### src/rtl/mopc_params.svh
// constants for the masked output pin control block
`ifndef MOPC_PARAMS_SVH
`define MOPC_PARAMS_SVH
`define MOPC_LINES          20
`define MOPC_GROUP_LINES    10
`define MOPC_CFG_OUT_LOW    3'h4
`define MOPC_CFG_OUT_HIGH   3'h5
`define MOPC_CFG_DISABLED   3'h0
`define MOPC_HOLD_MAX       13'h1770
`define MOPC_TICK_MS        100
`define MOPC_CLK_HZ         50000000
`define MOPC_TICK_CYCLES    ((`MOPC_CLK_HZ / 1000) * `MOPC_TICK_MS)
`define MOPC_LEVELS_RST     20'h0_0000
`endif

### src/rtl/mopc_pkg.sv
// types for the masked output pin control block
package mopc_pkg;
  typedef logic [2:0]  mopc_cfg_t;
  typedef logic [12:0] mopc_hold_t;
  typedef struct packed {
    logic [19:0] levels;
    logic [19:0] mask;
  } mopc_cmd_s;
  typedef enum logic [1:0] {
    MOPC_SMP_IDLE   = 2'b00,
    MOPC_SMP_ACTIVE = 2'b01
  } mopc_smp_e;
endpackage : mopc_pkg

### src/rtl/mopc_top.sv
// masked output pin control: level commands, hold timers, sample routing
`timescale 1ns/10ps
`include "mopc_params.svh"
module mopc_top
  import mopc_pkg::*;
#(
  parameter int unsigned TICK_CYCLES = `MOPC_TICK_CYCLES
) (
  // clock and reset
  input  wire logic              i_ref_clk,
  input  wire logic              i_rstn,
  // line configuration, one code per line
  input  wire mopc_cfg_t         i_line_cfg [`MOPC_LINES],
  input  wire logic              i_cfg_we,
  // hold settings, low group lines 0-9, high group lines 10-19
  input  wire mopc_hold_t        i_hold_timer_low_group  [`MOPC_GROUP_LINES],
  input  wire mopc_hold_t        i_hold_timer_high_group [`MOPC_GROUP_LINES],
  // write-levels command
  input  wire logic              i_cmd_valid,
  input  wire mopc_cmd_s         i_cmd,
  // sampling setup
  input  wire logic [15:0]       i_sample_rate_setting,
  input  wire logic              i_mgmt_enable,
  // line outputs
  output logic [`MOPC_LINES-1:0] o_line_level,
  output logic [`MOPC_LINES-1:0] o_line_oe,
  // sample routing status
  output logic                   o_sample_enable,
  output logic                   o_sample_to_mgmt,
  output logic                   o_sample_to_dest
);

  mopc_cfg_t                cfg_r [`MOPC_LINES];
  logic [`MOPC_LINES-1:0]   level_r;
  logic [`MOPC_LINES-1:0]   ovr_r;
  mopc_hold_t               hold_cnt_r [`MOPC_LINES];
  logic [31:0]              pre_r;
  logic                     tick_r;
  logic [`MOPC_LINES-1:0]   is_out;
  logic [`MOPC_LINES-1:0]   cfg_lvl;
  mopc_hold_t               hold_set [`MOPC_LINES];

  function automatic logic cfg_is_out(input mopc_cfg_t c);
    return (c == `MOPC_CFG_OUT_LOW) || (c == `MOPC_CFG_OUT_HIGH);
  endfunction : cfg_is_out

  // clamp protects against an oversized value from the controller
  function automatic mopc_hold_t hold_clamp(input mopc_hold_t h);
    return (h > `MOPC_HOLD_MAX) ? `MOPC_HOLD_MAX : h;
  endfunction : hold_clamp

  // free-running prescaler: a hold may lose up to one tick of its first period
  always_ff @(posedge i_ref_clk) begin
    if (!i_rstn) begin
      pre_r  <= 32'h0000_0000;
      tick_r <= 1'b0;
    end else if (pre_r == TICK_CYCLES - 1) begin
      pre_r  <= 32'h0000_0000;
      tick_r <= 1'b1;
    end else begin
      pre_r  <= pre_r + 32'h0000_0001;
      tick_r <= 1'b0;
    end
  end

  genvar g;
  generate
    for (g = 0; g < `MOPC_LINES; g++) begin : g_line
      if (g < `MOPC_GROUP_LINES) begin : g_lo
        assign hold_set[g] = hold_clamp(i_hold_timer_low_group[g]);
      end else begin : g_hi
        assign hold_set[g] = hold_clamp(i_hold_timer_high_group[g-`MOPC_GROUP_LINES]);
      end
      assign is_out[g]  = cfg_is_out(cfg_r[g]);
      assign cfg_lvl[g] = (cfg_r[g] == `MOPC_CFG_OUT_HIGH);

      always_ff @(posedge i_ref_clk) begin
        if (!i_rstn) begin
          cfg_r[g] <= `MOPC_CFG_DISABLED;
        end else if (i_cfg_we) begin
          cfg_r[g] <= i_line_cfg[g];
        end
      end

      always_ff @(posedge i_ref_clk) begin
        if (!i_rstn) begin
          ovr_r[g]      <= 1'b0;
          level_r[g]    <= 1'b0;
          hold_cnt_r[g] <= 13'h0000;
        end else if (i_cmd_valid && i_cmd.mask[g] && is_out[g]) begin
          level_r[g]    <= i_cmd.levels[g];
          ovr_r[g]      <= (i_cmd.levels[g] != cfg_lvl[g]);
          hold_cnt_r[g] <= hold_set[g];
        end else if (!is_out[g]) begin
          ovr_r[g]      <= 1'b0;
          level_r[g]    <= 1'b0;
          hold_cnt_r[g] <= 13'h0000;
        end else if (!ovr_r[g]) begin
          level_r[g]    <= cfg_lvl[g];
        end else if (tick_r && hold_cnt_r[g] != 13'h0000) begin
          hold_cnt_r[g] <= hold_cnt_r[g] - 13'h0001;
          if (hold_cnt_r[g] == 13'h0001) begin
            ovr_r[g]   <= 1'b0;
            level_r[g] <= cfg_lvl[g];
          end
        end
      end

      assign o_line_level[g] = level_r[g];
      assign o_line_oe[g]    = is_out[g];

    end
  endgenerate

  // only driven lines count as active; input-only settings never start sampling
  logic any_active;
  assign any_active = |is_out;

  always_ff @(posedge i_ref_clk) begin
    if (!i_rstn) begin
      o_sample_enable  <= 1'b0;
      o_sample_to_mgmt <= 1'b0;
      o_sample_to_dest <= 1'b0;
    end else begin
      o_sample_enable  <= (i_sample_rate_setting != 16'h0000) && any_active;
      o_sample_to_mgmt <= (i_sample_rate_setting != 16'h0000) && any_active && i_mgmt_enable;
      o_sample_to_dest <= (i_sample_rate_setting != 16'h0000) && any_active && !i_mgmt_enable;
    end
  end
endmodule : mopc_top

### config.mk
export PLATFORM = sky130hd
export DESIGN_NAME = mopc_top
export DESIGN_NICKNAME = d
export VERILOG_FILES = /design/src/rtl/mopc_pkg.sv /design/src/rtl/mopc_top.sv
export VERILOG_INCLUDE_DIRS = /design/src /design/src/rtl
export SDC_FILE = /design/constraint.sdc
export NUM_CORES = 1
export LEC_CHECK = 0
export ABC_CLOCK_PERIOD_IN_PS = 8300
export BUFFER_PORTS_ARGS = -buffer_cell sky130_fd_sc_hd__buf_2
export CAP_MARGIN = 20
export CELL_PAD_IN_SITES_DETAIL_PLACEMENT = 0
export CELL_PAD_IN_SITES_GLOBAL_PLACEMENT = 2
export CORE_MARGIN = 8
export CORE_UTILIZATION = 38
export DETAILED_ROUTE_END_ITERATION = 6
export PLACE_DENSITY_LB_ADDON = 0.1
export SLEW_MARGIN = 20
export SYNTH_ARGS = -nofsm -noshare
export SYNTH_HDL_FRONTEND = slang
export SYNTH_SLANG_ARGS = --single-unit
### constraint.sdc
create_clock -name i_ref_clk -period 8.3 [get_ports i_ref_clk]
set_input_delay 0.83 -clock i_ref_clk [delete_from_list [all_inputs] [get_ports i_ref_clk]]
set_output_delay 0.83 -clock i_ref_clk [all_outputs]
set_load 0.005 [all_outputs]
==> flow_summary.json, run 1 <==
{
  "synthesis.area_um2": 22400,
  "status": "complete, no violations",
  "cts_root_buf": "clkbuf_16",
  "area_growth_pct": 20.2,
  "clockBufferDepth": 3,
  "antenna_left": 0,
  "period_needed_ps": 3620,
  "placed_area_um2": 25400,
  "fmax_mhz": 276,
  "cts_max_level": 2,
  "rows": 89,
  "synth_nets": 2690,
  "wirelength_um": 73500,
  "numCtsBuffers": 47,
  "synth_seq_cells": 396,
  "ctsHoldBuffers": 0,
  "die_h_um": 259,
  "power_density_nw_per_um2": 196,
  "grt_overflow_total": 0,
  "tns_ps": 0,
  "final_cell_mix": "buf_2 (422), edfxtp_1 (320), nor2_1 (235)",
  "max_stage_delay_ps": 730,
  "synth_cells": 2268,
  "die_area_um2": 67100,
  "antenna_found_initial": 13,
  "cts_tree": "built",
  "tightestPinTransition_ps": 1090,
  "clkTransAtPathRegs_ps": 50,
  "synth-edff-count": 320,
  "hold_path.class": "reg2reg",
  "grt_pass1_vias": 19556,
  "maxCapViolations": 0,
  "crit_chain": "or4_1, or3_1, or2_2, o21ai_1, nand4_1",
  "path_class": "reg2reg",
  "track_usage_pct": 21.0,
  "yosysUniqueCellTypes": 57,
  "cts_sinks": 396,
  "skew_ps": 13.0,
  "setup.worst_path.end_class": "register",
  "cts_resized": 0,
  "start_kind": "register",
  "ir_drop_mv": 0.147,
  "slew_headroom_pct": 27.1,
  "mostFrequentLayoutCell": "buf_2",
  "nNetsFinal": 3104,
  "ys.flop_type": "edfxtp_1",
  "setup_viol": 0,
  "leakage_uw": 0.0109,
  "critPathMaxFanout": 13,
  "rsz0062_at_grt": "no",
  "drv_slew": 0,
  "port_buffers": 423,
  "worstPathArrival_ps": 3710,
  "grt_pass1_wl_um": 112000,
  "core-area_um2": 58700,
  "grt_max_degree": 68,
  "drc_errors": 0,
  "syn_avg_cell_area_um2": 9.90,
  "synth_warnings": 0,
  "via_count": 19566,
  "period_share_pct": 43.6,
  "dp_hpwl_um": 55500,
  "clk_latency_ps": 580,
  "drtPass1Iterations": 5,
  "routabilityCongestion": 0.852,
  "async_flop_share_pct": 0,
  "start_util_pct": 38.3,
  "ioPinCount": 424,
  "hold_violations": 0,
  "required_ps": 8390,
  "cpMaxStageDelayCell": "nand4_1",
  "die_w_um": 259,
  "synth_seq_area_share_pct": 49.6,
  "vias_per_cell": 5.59,
  "cts_setup_buffers": 0,
  "final_area_um2": 27000,
  "drtIter0Drc": 1251,
  "wire_per_inst_um": 21.0,
  "layout-drive-gt1-share_pct": 20.0
}
==> layout make-up <==
cell class,count,area [um2]
Clock inverter,10,124
Multi-Input combinational cell,1709,10700
Tap cell,773,967
Antenna cell,5,12.5
Timing Repair Buffer,444,2280
Inverter,84,315
Fill cell,5717,31700
Clock buffer,77,1420
Sequential cell,396,11100
==> logic make-up after synthesis <==
| kind of cell | count (synthesis) | synth area share (%) |
|---|---|---|
| AND/OR/NAND/NOR | 910 | 20.6 |
| AO/OA/AOI/OAI | 511 | 14.9 |
| flip-flops | 396 | 49.6 |
| XOR/XNOR | 224 | 8.74 |
| buffers and inverters | 163 | 2.75 |
| adder cells (fa/ha/maj) | 41 | 2.29 |
| multiplexers | 23 | 1.14 |
==> critical path, delay by kind of cell (launching register included) <==
kind             cells  cell delay (ps)
flip-flops           1              450
AND/OR/NAND/NOR      4             2030
AO/OA/AOI/OAI        1              640
==> Yosys cell counts, drive strengths merged, types with 2 or more instances <==
| cell | number | area share, % |
|---|---|---|
| nor3 | 35 | 0.78 |
| nor2b | 22 | 0.61 |
| or3 | 9 | 0.25 |
| a41oi | 3 | 0.12 |
| clkbuf | 74 | 1.2 |
| and4 | 12 | 0.47 |
| o31ai | 3 | 0.10 |
| or4 | 32 | 1.1 |
| nand3 | 128 | 2.9 |
| xnor2 | 146 | 5.7 |
| o22ai | 115 | 3.2 |
| mux2 | 20 | 1.0 |
| nor4b | 9 | 0.35 |
| nor2 | 235 | 3.9 |
| mux2i | 3 | 0.13 |
| a211o | 2 | 0.078 |
| or2 | 6 | 0.17 |
| ha | 41 | 2.3 |
| o31a | 15 | 0.59 |
| nor3b | 3 | 0.10 |
| nor4 | 102 | 2.8 |
| a21o | 15 | 0.50 |
| nand3b | 4 | 0.13 |
| o32ai | 18 | 0.70 |
| xor2 | 78 | 3.0 |
| o21ai | 116 | 2.6 |
| edfxtp | 320 | 43 |
| buf | 5 | 0.11 |
| o2bb2ai | 98 | 3.8 |
| a221oi | 4 | 0.16 |
| dfxtp | 76 | 6.8 |
| nand4 | 55 | 1.5 |
| a31oi | 25 | 0.70 |
| nand2 | 155 | 2.6 |
| and2 | 8 | 0.22 |
| a21oi | 87 | 1.9 |
| inv | 84 | 1.4 |
| and3 | 93 | 2.6 |
==> where the power goes <==
part           switching (uW)  total (uW)  leakage, uW  internal (uW)
Clock                     833        2090     0.000750           1260
Sequential               86.7        2340      0.00434           2250
Combinational             501         870      0.00583            369
==> stage by stage <==
step                      total power [uW]  instances  hold slack [ps]  setup slack, ps  utilization [%]
after CTS                             5350       3493              443             4620             46.0
after global placement                3240       3406              426             4420             43.3
after detailed placement              3240       3406              433             4450             43.3
after floorplan                       2920       2268              414             5380                -
after global routing                  5530       3493              467             4390             46.0
final                                 5300       3498              437             4680             46.0
==> worst paths after layout <==
| path | from | to | slack (ps) | cells after the start |
|---|---|---|---|---|
| max | hold_cnt_r[4][4] | hold_cnt_r[4][6] | 4680 | 5 |
| min | pre_r[0] | pre_r[0] | 440 | 1 |
| max reg2reg | hold_cnt_r[4][4] | hold_cnt_r[4][6] | 4680 | 5 |
| min reg2reg | pre_r[0] | pre_r[0] | 440 | 1 |
==> layer usage <==
layer | vias up | wire, um | global-route usage, % | share of wire [%]
li1 | 9494 | - | - | -
met1 | 9409 | 32700 | 28.6 | 44
met2 | 566 | 33800 | 33.7 | 46
met3 | 89 | 5750 | 5.13 | 7.8
met4 | 8 | 1260 | 4.81 | 1.7
met5 | - | 50 | 0 | 0.068
==> flip-flops by register name, indices dropped and copies added, names as in the netlist <==
name              cells
hold_cnt_r          260
ovr_r                20
o_sample_to_mgmt      1
o_sample_enable       1
pre_r                32
tick_r                1
o_sample_to_dest      1
o_line_level         20
cfg_r                60
No activity file was read; power rests on OpenSTA's default activity.
==> run 2, diff against run 1 <==
- ABC_CLOCK_PERIOD_IN_PS: 8300 -> 3200
- CORE_UTILIZATION: 38 -> 32
- clock period: 8.3 -> 3.2 ns (I/O delays scaled with it)
==> run 2 against run 1 <==
Against the previous run:
- routed wire length is 4.4% higher
- utilization is 5.7 points lower
- clock skew is 9.6 ps higher
- first-iteration DRC count is 2.5% lower
- critical path depth stayed put
- maximum frequency is 40% higher
- global-route usage is 2.3 points lower
- clock power grew to 2.8 times the previous value
==> flow_summary.json, run 2 (synthesized netlist as in run 1, its figures left out) <==
{
  "mostFrequentLayoutCell": "buf_2",
  "final_area_um2": 28100,
  "leakage_uw": 0.0114,
  "final_cell_mix": "buf_2 (422), edfxtp_1 (320), nor2_1 (235)",
  "tns_ps": 0,
  "period_share_pct": 80.8,
  "r2r_start": "hold_cnt_r[4][41]",
  "wirelength_um": 76700,
  "vias_per_cell": 5.28,
  "start_util_pct": 32.2,
  "largest-register": "hold_cnt_r",
  "area_growth_pct": 25.2,
  "rsz0062_at_grt": "no",
  "port_buffers": 423,
  "track_usage_pct": 18.7,
  "grt_max_degree": 87,
  "fin_cells": 3761,
  "required_ps": 3520,
  "die_area_um2": 78900,
  "die_w_um": 281,
  "start_kind": "register",
  "die_h_um": 281,
  "clockBufferDepth": 3,
  "via_count": 19848,
  "tightestPinTransition_ps": 1040,
  "status": "complete, no violations",
  "largest_reg_flops": 260,
  "setup.worst_path.start": "hold_cnt_r[4][41]",
  "antenna_found_initial": 19,
  "drv_slew": 0,
  "total_power_uw": 14100,
  "rows": 97,
  "rrSetupSlack_ps": 610,
  "setup.worst_path.end_class": "register",
  "ioPinCount": 424,
  "skew_ps": 22.6,
  "dp_hpwl_um": 58400,
  "numCtsBuffers": 50,
  "nNetsFinal": 3196,
  "ir_drop_mv": 0.354,
  "layout-drive-gt1-share_pct": 21.0,
  "fmax_mhz": 387,
  "drtPass1Iterations": 5,
  "reg_top3": "hold_cnt_r x260, cfg_r x60, pre_r x32",
  "fin_util_pct": 40.3,
  "grt_pass1_wl_um": 118000,
  "period_needed_ps": 2590,
  "routabilityCongestion": 0.851,
  "clk_latency_ps": 590,
  "drc_errors": 0,
  "slew_headroom_pct": 30.4,
  "core-area_um2": 69800,
  "power_density_nw_per_um2": 503,
  "cts_tree": "built",
  "cts_root_buf": "clkbuf_16",
  "path_class": "reg2reg",
  "place_inst": 3617,
  "hold_path.class": "in2reg",
  "min-delay-start": "i_cmd[27]",
  "fillers": 6970,
  "cts_max_level": 2,
  "grt_overflow_total": 0,
  "maxCapViolations": 0,
  "hold_violations": 0,
  "worstPathArrival_ps": 2910,
  "placed_area_um2": 26000,
  "drtIter0Drc": 1220,
  "cts_sinks": 396,
  "cts_resized": 0,
  "critPathMaxFanout": 14,
  "grt_pass1_vias": 20326,
  "wire_per_inst_um": 20.4,
  "antenna_left": 0,
  "setup_viol": 0,
  "clkTransAtPathRegs_ps": 60
}
[run 2: final timing paths]
path,to,cells after the start
hold reg to reg,pre_r[0],1
setup reg to reg,hold_cnt_r[4][44],5
hold / removal,ovr_r[7],3
setup / recovery,hold_cnt_r[4][44],5
[run 2: critical path, stage by stage (launching register included)]
cell and delay [ps]:
edfxtp_1 430, or4_1 620, nor3_1 430, a211o_1 480, nand4_1 140, buf_4 230
[run 2: area by class of cell]
class                   instances  area, um2  share of cell area [%]
clock buffers                  77       1500                    5.33
inverters                      84        315                    1.12
repair buffers                533       3090                    11.0
diodes                          6       15.0                  0.0534
multi-input cells            1709      10700                    38.1
flip-flops and latches        396      11100                    39.6
well taps                     940       1180                    4.18
clock inverters                16        174                   0.619
[run 2: repair_timing]
action,CTS,global route
buffers inserted,0,0
endpoints found under the setup margin,0,0
hold endpoints to repair,46,0
hold buffers,45,0
[run 2: report_power, final]
group | leakage, uW | switching [uW] | internal [uW]
logic | 0.00622 | 1300 | 1020
clock network | 0.000812 | 2250 | 3520
registers | 0.00434 | 222 | 5830
total | 0.0114 | 3770 | 10400
[run 2: stage by stage]
| stage | hold slack, ps | setup WS [ps] |
|---|---|---|
| floorplan | 392 | 323 |
| global placement | 425 | 537 |
| detailed placement | 432 | 628 |
| CTS | 0.0428 | 619 |
| global route | 15.1 | 442 |
| finish | 42.4 | 614 |
[run 2: layer usage]
| layer | wire length [um] | track usage, % |
|---|---|---|
| met5 | 134 | 0 |
| met3 | 4960 | 4.18 |
| met2 | 35800 | 31.0 |
| met4 | 1710 | 4.83 |
| met1 | 34100 | 24.6 |
==> run 3, diff against run 2 <==
- ABC_CLOCK_PERIOD_IN_PS: 3200 -> 2100
- clock period: 3.2 -> 2.1 ns (I/O delays scaled with it)
==> run 3 against run 2 <==
Against the previous run:
- the run now ends with negative setup slack left
- global-route usage increased by 0.60 points
- die area unchanged
- worst hold slack got worse by 4.2 ps
- clock power increased by 46%
- first-iteration DRC count increased by 12%
- combinational power increased by 85%
- non-clock buffer count increased by 343
- critical endpoint is now hold_cnt_r[4][6]
- sequential cell count unchanged
- register-to-register slack got worse by 800 ps
- maximum frequency increased by 13%
==> flow_summary.json, run 3 (synthesized netlist as in run 1, its figures left out) <==
{
  "drtPass1Iterations": 5,
  "cts_root_buf": "clkbuf_16",
  "mostFrequentLayoutCell": "buf_2",
  "routabilityCongestion": 0.810,
  "reg_top3": "hold_cnt_r x260, cfg_r x60, pre_r x32",
  "min-delay-start": "i_hold_timer_low_group[90]",
  "nNetsFinal": 3538,
  "hold_depth": 2,
  "grt_pass1_wl_um": 122000,
  "leakage_uw": 0.0130,
  "cts_tree": "built",
  "ir_drop_mv": 0.513,
  "wirelength_um": 79500,
  "grt_pass1_vias": 21719,
  "clockBufferDepth": 3,
  "p_int_uw": 16000,
  "vias_per_cell": 5.18,
  "fmax_mhz": 438,
  "antenna_found_initial": 16,
  "die_w_um": 281,
  "grt_max_degree": 77,
  "maxCapViolations": 0,
  "hold_path.class": "in2reg",
  "cts_sinks": 396,
  "clkPwrFrac_pct": 38.3,
  "via_count": 21252,
  "r2r_start": "hold_cnt_r[4][7]",
  "total_power_uw": 22000,
  "hold_violations": 0,
  "dp_hpwl_um": 60400,
  "worst_slack_ps": -184,
  "drc_errors": 0,
  "track_usage_pct": 19.3,
  "power_density_nw_per_um2": 694,
  "layout-drive-gt1-share_pct": 24.3,
  "power.switching_uw": 5930,
  "start_kind": "register",
  "r2r_cells": 6,
  "worstHoldEndpoint": "hold_cnt_r[0][50]",
  "p_seq_share_pct": 42.1,
  "rows": 97,
  "slew_headroom_pct": 58.3,
  "worstPathArrival_ps": 2620,
  "cts_max_level": 2,
  "period_share_pct": 109,
  "period_needed_ps": 2280,
  "skew_ps": 7.45,
  "ioPinCount": 424,
  "antenna_left": 0,
  "violations": "negative setup slack",
  "setup_viol": 27,
  "largest-register": "hold_cnt_r",
  "die_area_um2": 78900,
  "critPathMaxFanout": 13,
  "largest_reg_flops": 260,
  "grt_overflow_total": 0,
  "comb_power_share_pct": 19.5,
  "drv_slew": 0,
  "numCtsBuffers": 49,
  "core-area_um2": 69800,
  "start_util_pct": 32.2,
  "required_ps": 2440,
  "wire_per_inst_um": 19.4,
  "clkTransAtPathRegs_ps": 60,
  "rsz0062_at_grt": "yes",
  "port_buffers": 423,
  "setup.worst_path.end_class": "register",
  "swShare_pct": 27.0,
  "r2r-end": "hold_cnt_r[4][6]",
  "rrSetupSlack_ps": -180,
  "whs_ps": 38.2,
  "path_class": "reg2reg",
  "area_growth_pct": 41.0,
  "clk_latency_ps": 590,
  "drtIter0Drc": 1364,
  "die_h_um": 281,
  "status": "finished, violations left",
  "final_cell_mix": "buf_2 (422), edfxtp_1 (320), dlygate4sd3_1 (275)",
  "tightestPinTransition_ps": 622
}
run 3: cell types whose count changed in the layout (fill, tap and decap cells not counted), sizes merged:
cell | previous run | this run
inv | 84 | 85
clkinvlp | 1 | 0
dlygate4sd3 | 45 | 275
clkinv | 11 | 15
bufinv | 4 | 3
diode | 6 | 5
clkbuf | 77 | 72
buf | 488 | 601
run 3: what timing repair did:
| action | 4_1_cts | 5_1_grt |
|---|---|---|
| setup endpoints to repair | 29 | 91 |
| resized for setup | 4 | 21 |
| endpoints found under the hold margin | 274 | 0 |
| hold buffers | 275 | 0 |
| pin swaps | 0 | 3 |
| cloned | 0 | 1 |
| buffers inserted | 1 | 3 |
run 3: worst max-delay path: stages (launching register included):
cell and delay [ps]:
edfxtp_1 380, or4_4 560, or3_4 340, or2_4 260, o21ai_4 160, nand4_1 140
buf_6 200
run 3: cell type report:
class	count	area, um2
Clock buffer	72	1420
Antenna cell	5	12.5
Multi-Input combinational cell	1709	11100
Clock inverter	19	169
Timing Repair Buffer	876	6370
Sequential cell	396	11100
Inverter	84	315
Tap cell	940	1180
Fill cell	6664	38100
run 3: power by group through the flow:
stage                     registers [uW]  logic, uW  clock network (uW)
final                               9250       4290                8420
after global routing                9310       4730                8970
after CTS                           9250       4290                8710
after detailed placement            9410       3830                   0
after global placement              9390       3830                   0
after floorplan                     9320       2310                   0
run 3: metal layers:
| metal | wire, um | vias up | track usage (%) | part of all wire, % |
|---|---|---|---|---|
| li1 | - | 10379 | - | - |
| met4 | 1790 | 20 | 4.79 | 2.3 |
| met2 | 38000 | 570 | 32.5 | 48 |
| met1 | 34700 | 10161 | 25.0 | 44 |
| met3 | 4930 | 122 | 4.36 | 6.2 |
| met5 | 122 | - | 0 | 0.15 |
run 3: worst max path at each step:
stage | from | endpoint | slack [ps]
after floorplan | hold_cnt_r[4][5] | hold_cnt_r[4][0] | -550
after global placement | hold_cnt_r[4][7] | hold_cnt_r[4][3] | -120
after detailed placement | hold_cnt_r[4][7] | hold_cnt_r[4][6] | -160
after CTS | hold_cnt_r[4][7] | hold_cnt_r[4][6] | -150
after global routing | hold_cnt_r[4][7] | hold_cnt_r[4][6] | -240
final | hold_cnt_r[4][7] | hold_cnt_r[4][6] | -180
run 3: metrics by stage:
stage	instance area [um2]	utilization [%]	setup WS [ps]	instances	TNS (ps)
finish	31700	45.4	-184	4101	-3940
floorplan	22900	-	-554	2268	-49010
detailed placement	27200	38.9	-156	3725	-3520
global route	31700	45.4	-237	4098	-5480
CTS	31500	45.2	-152	4092	-3300
global placement	27200	38.9	-121	3725	-2690
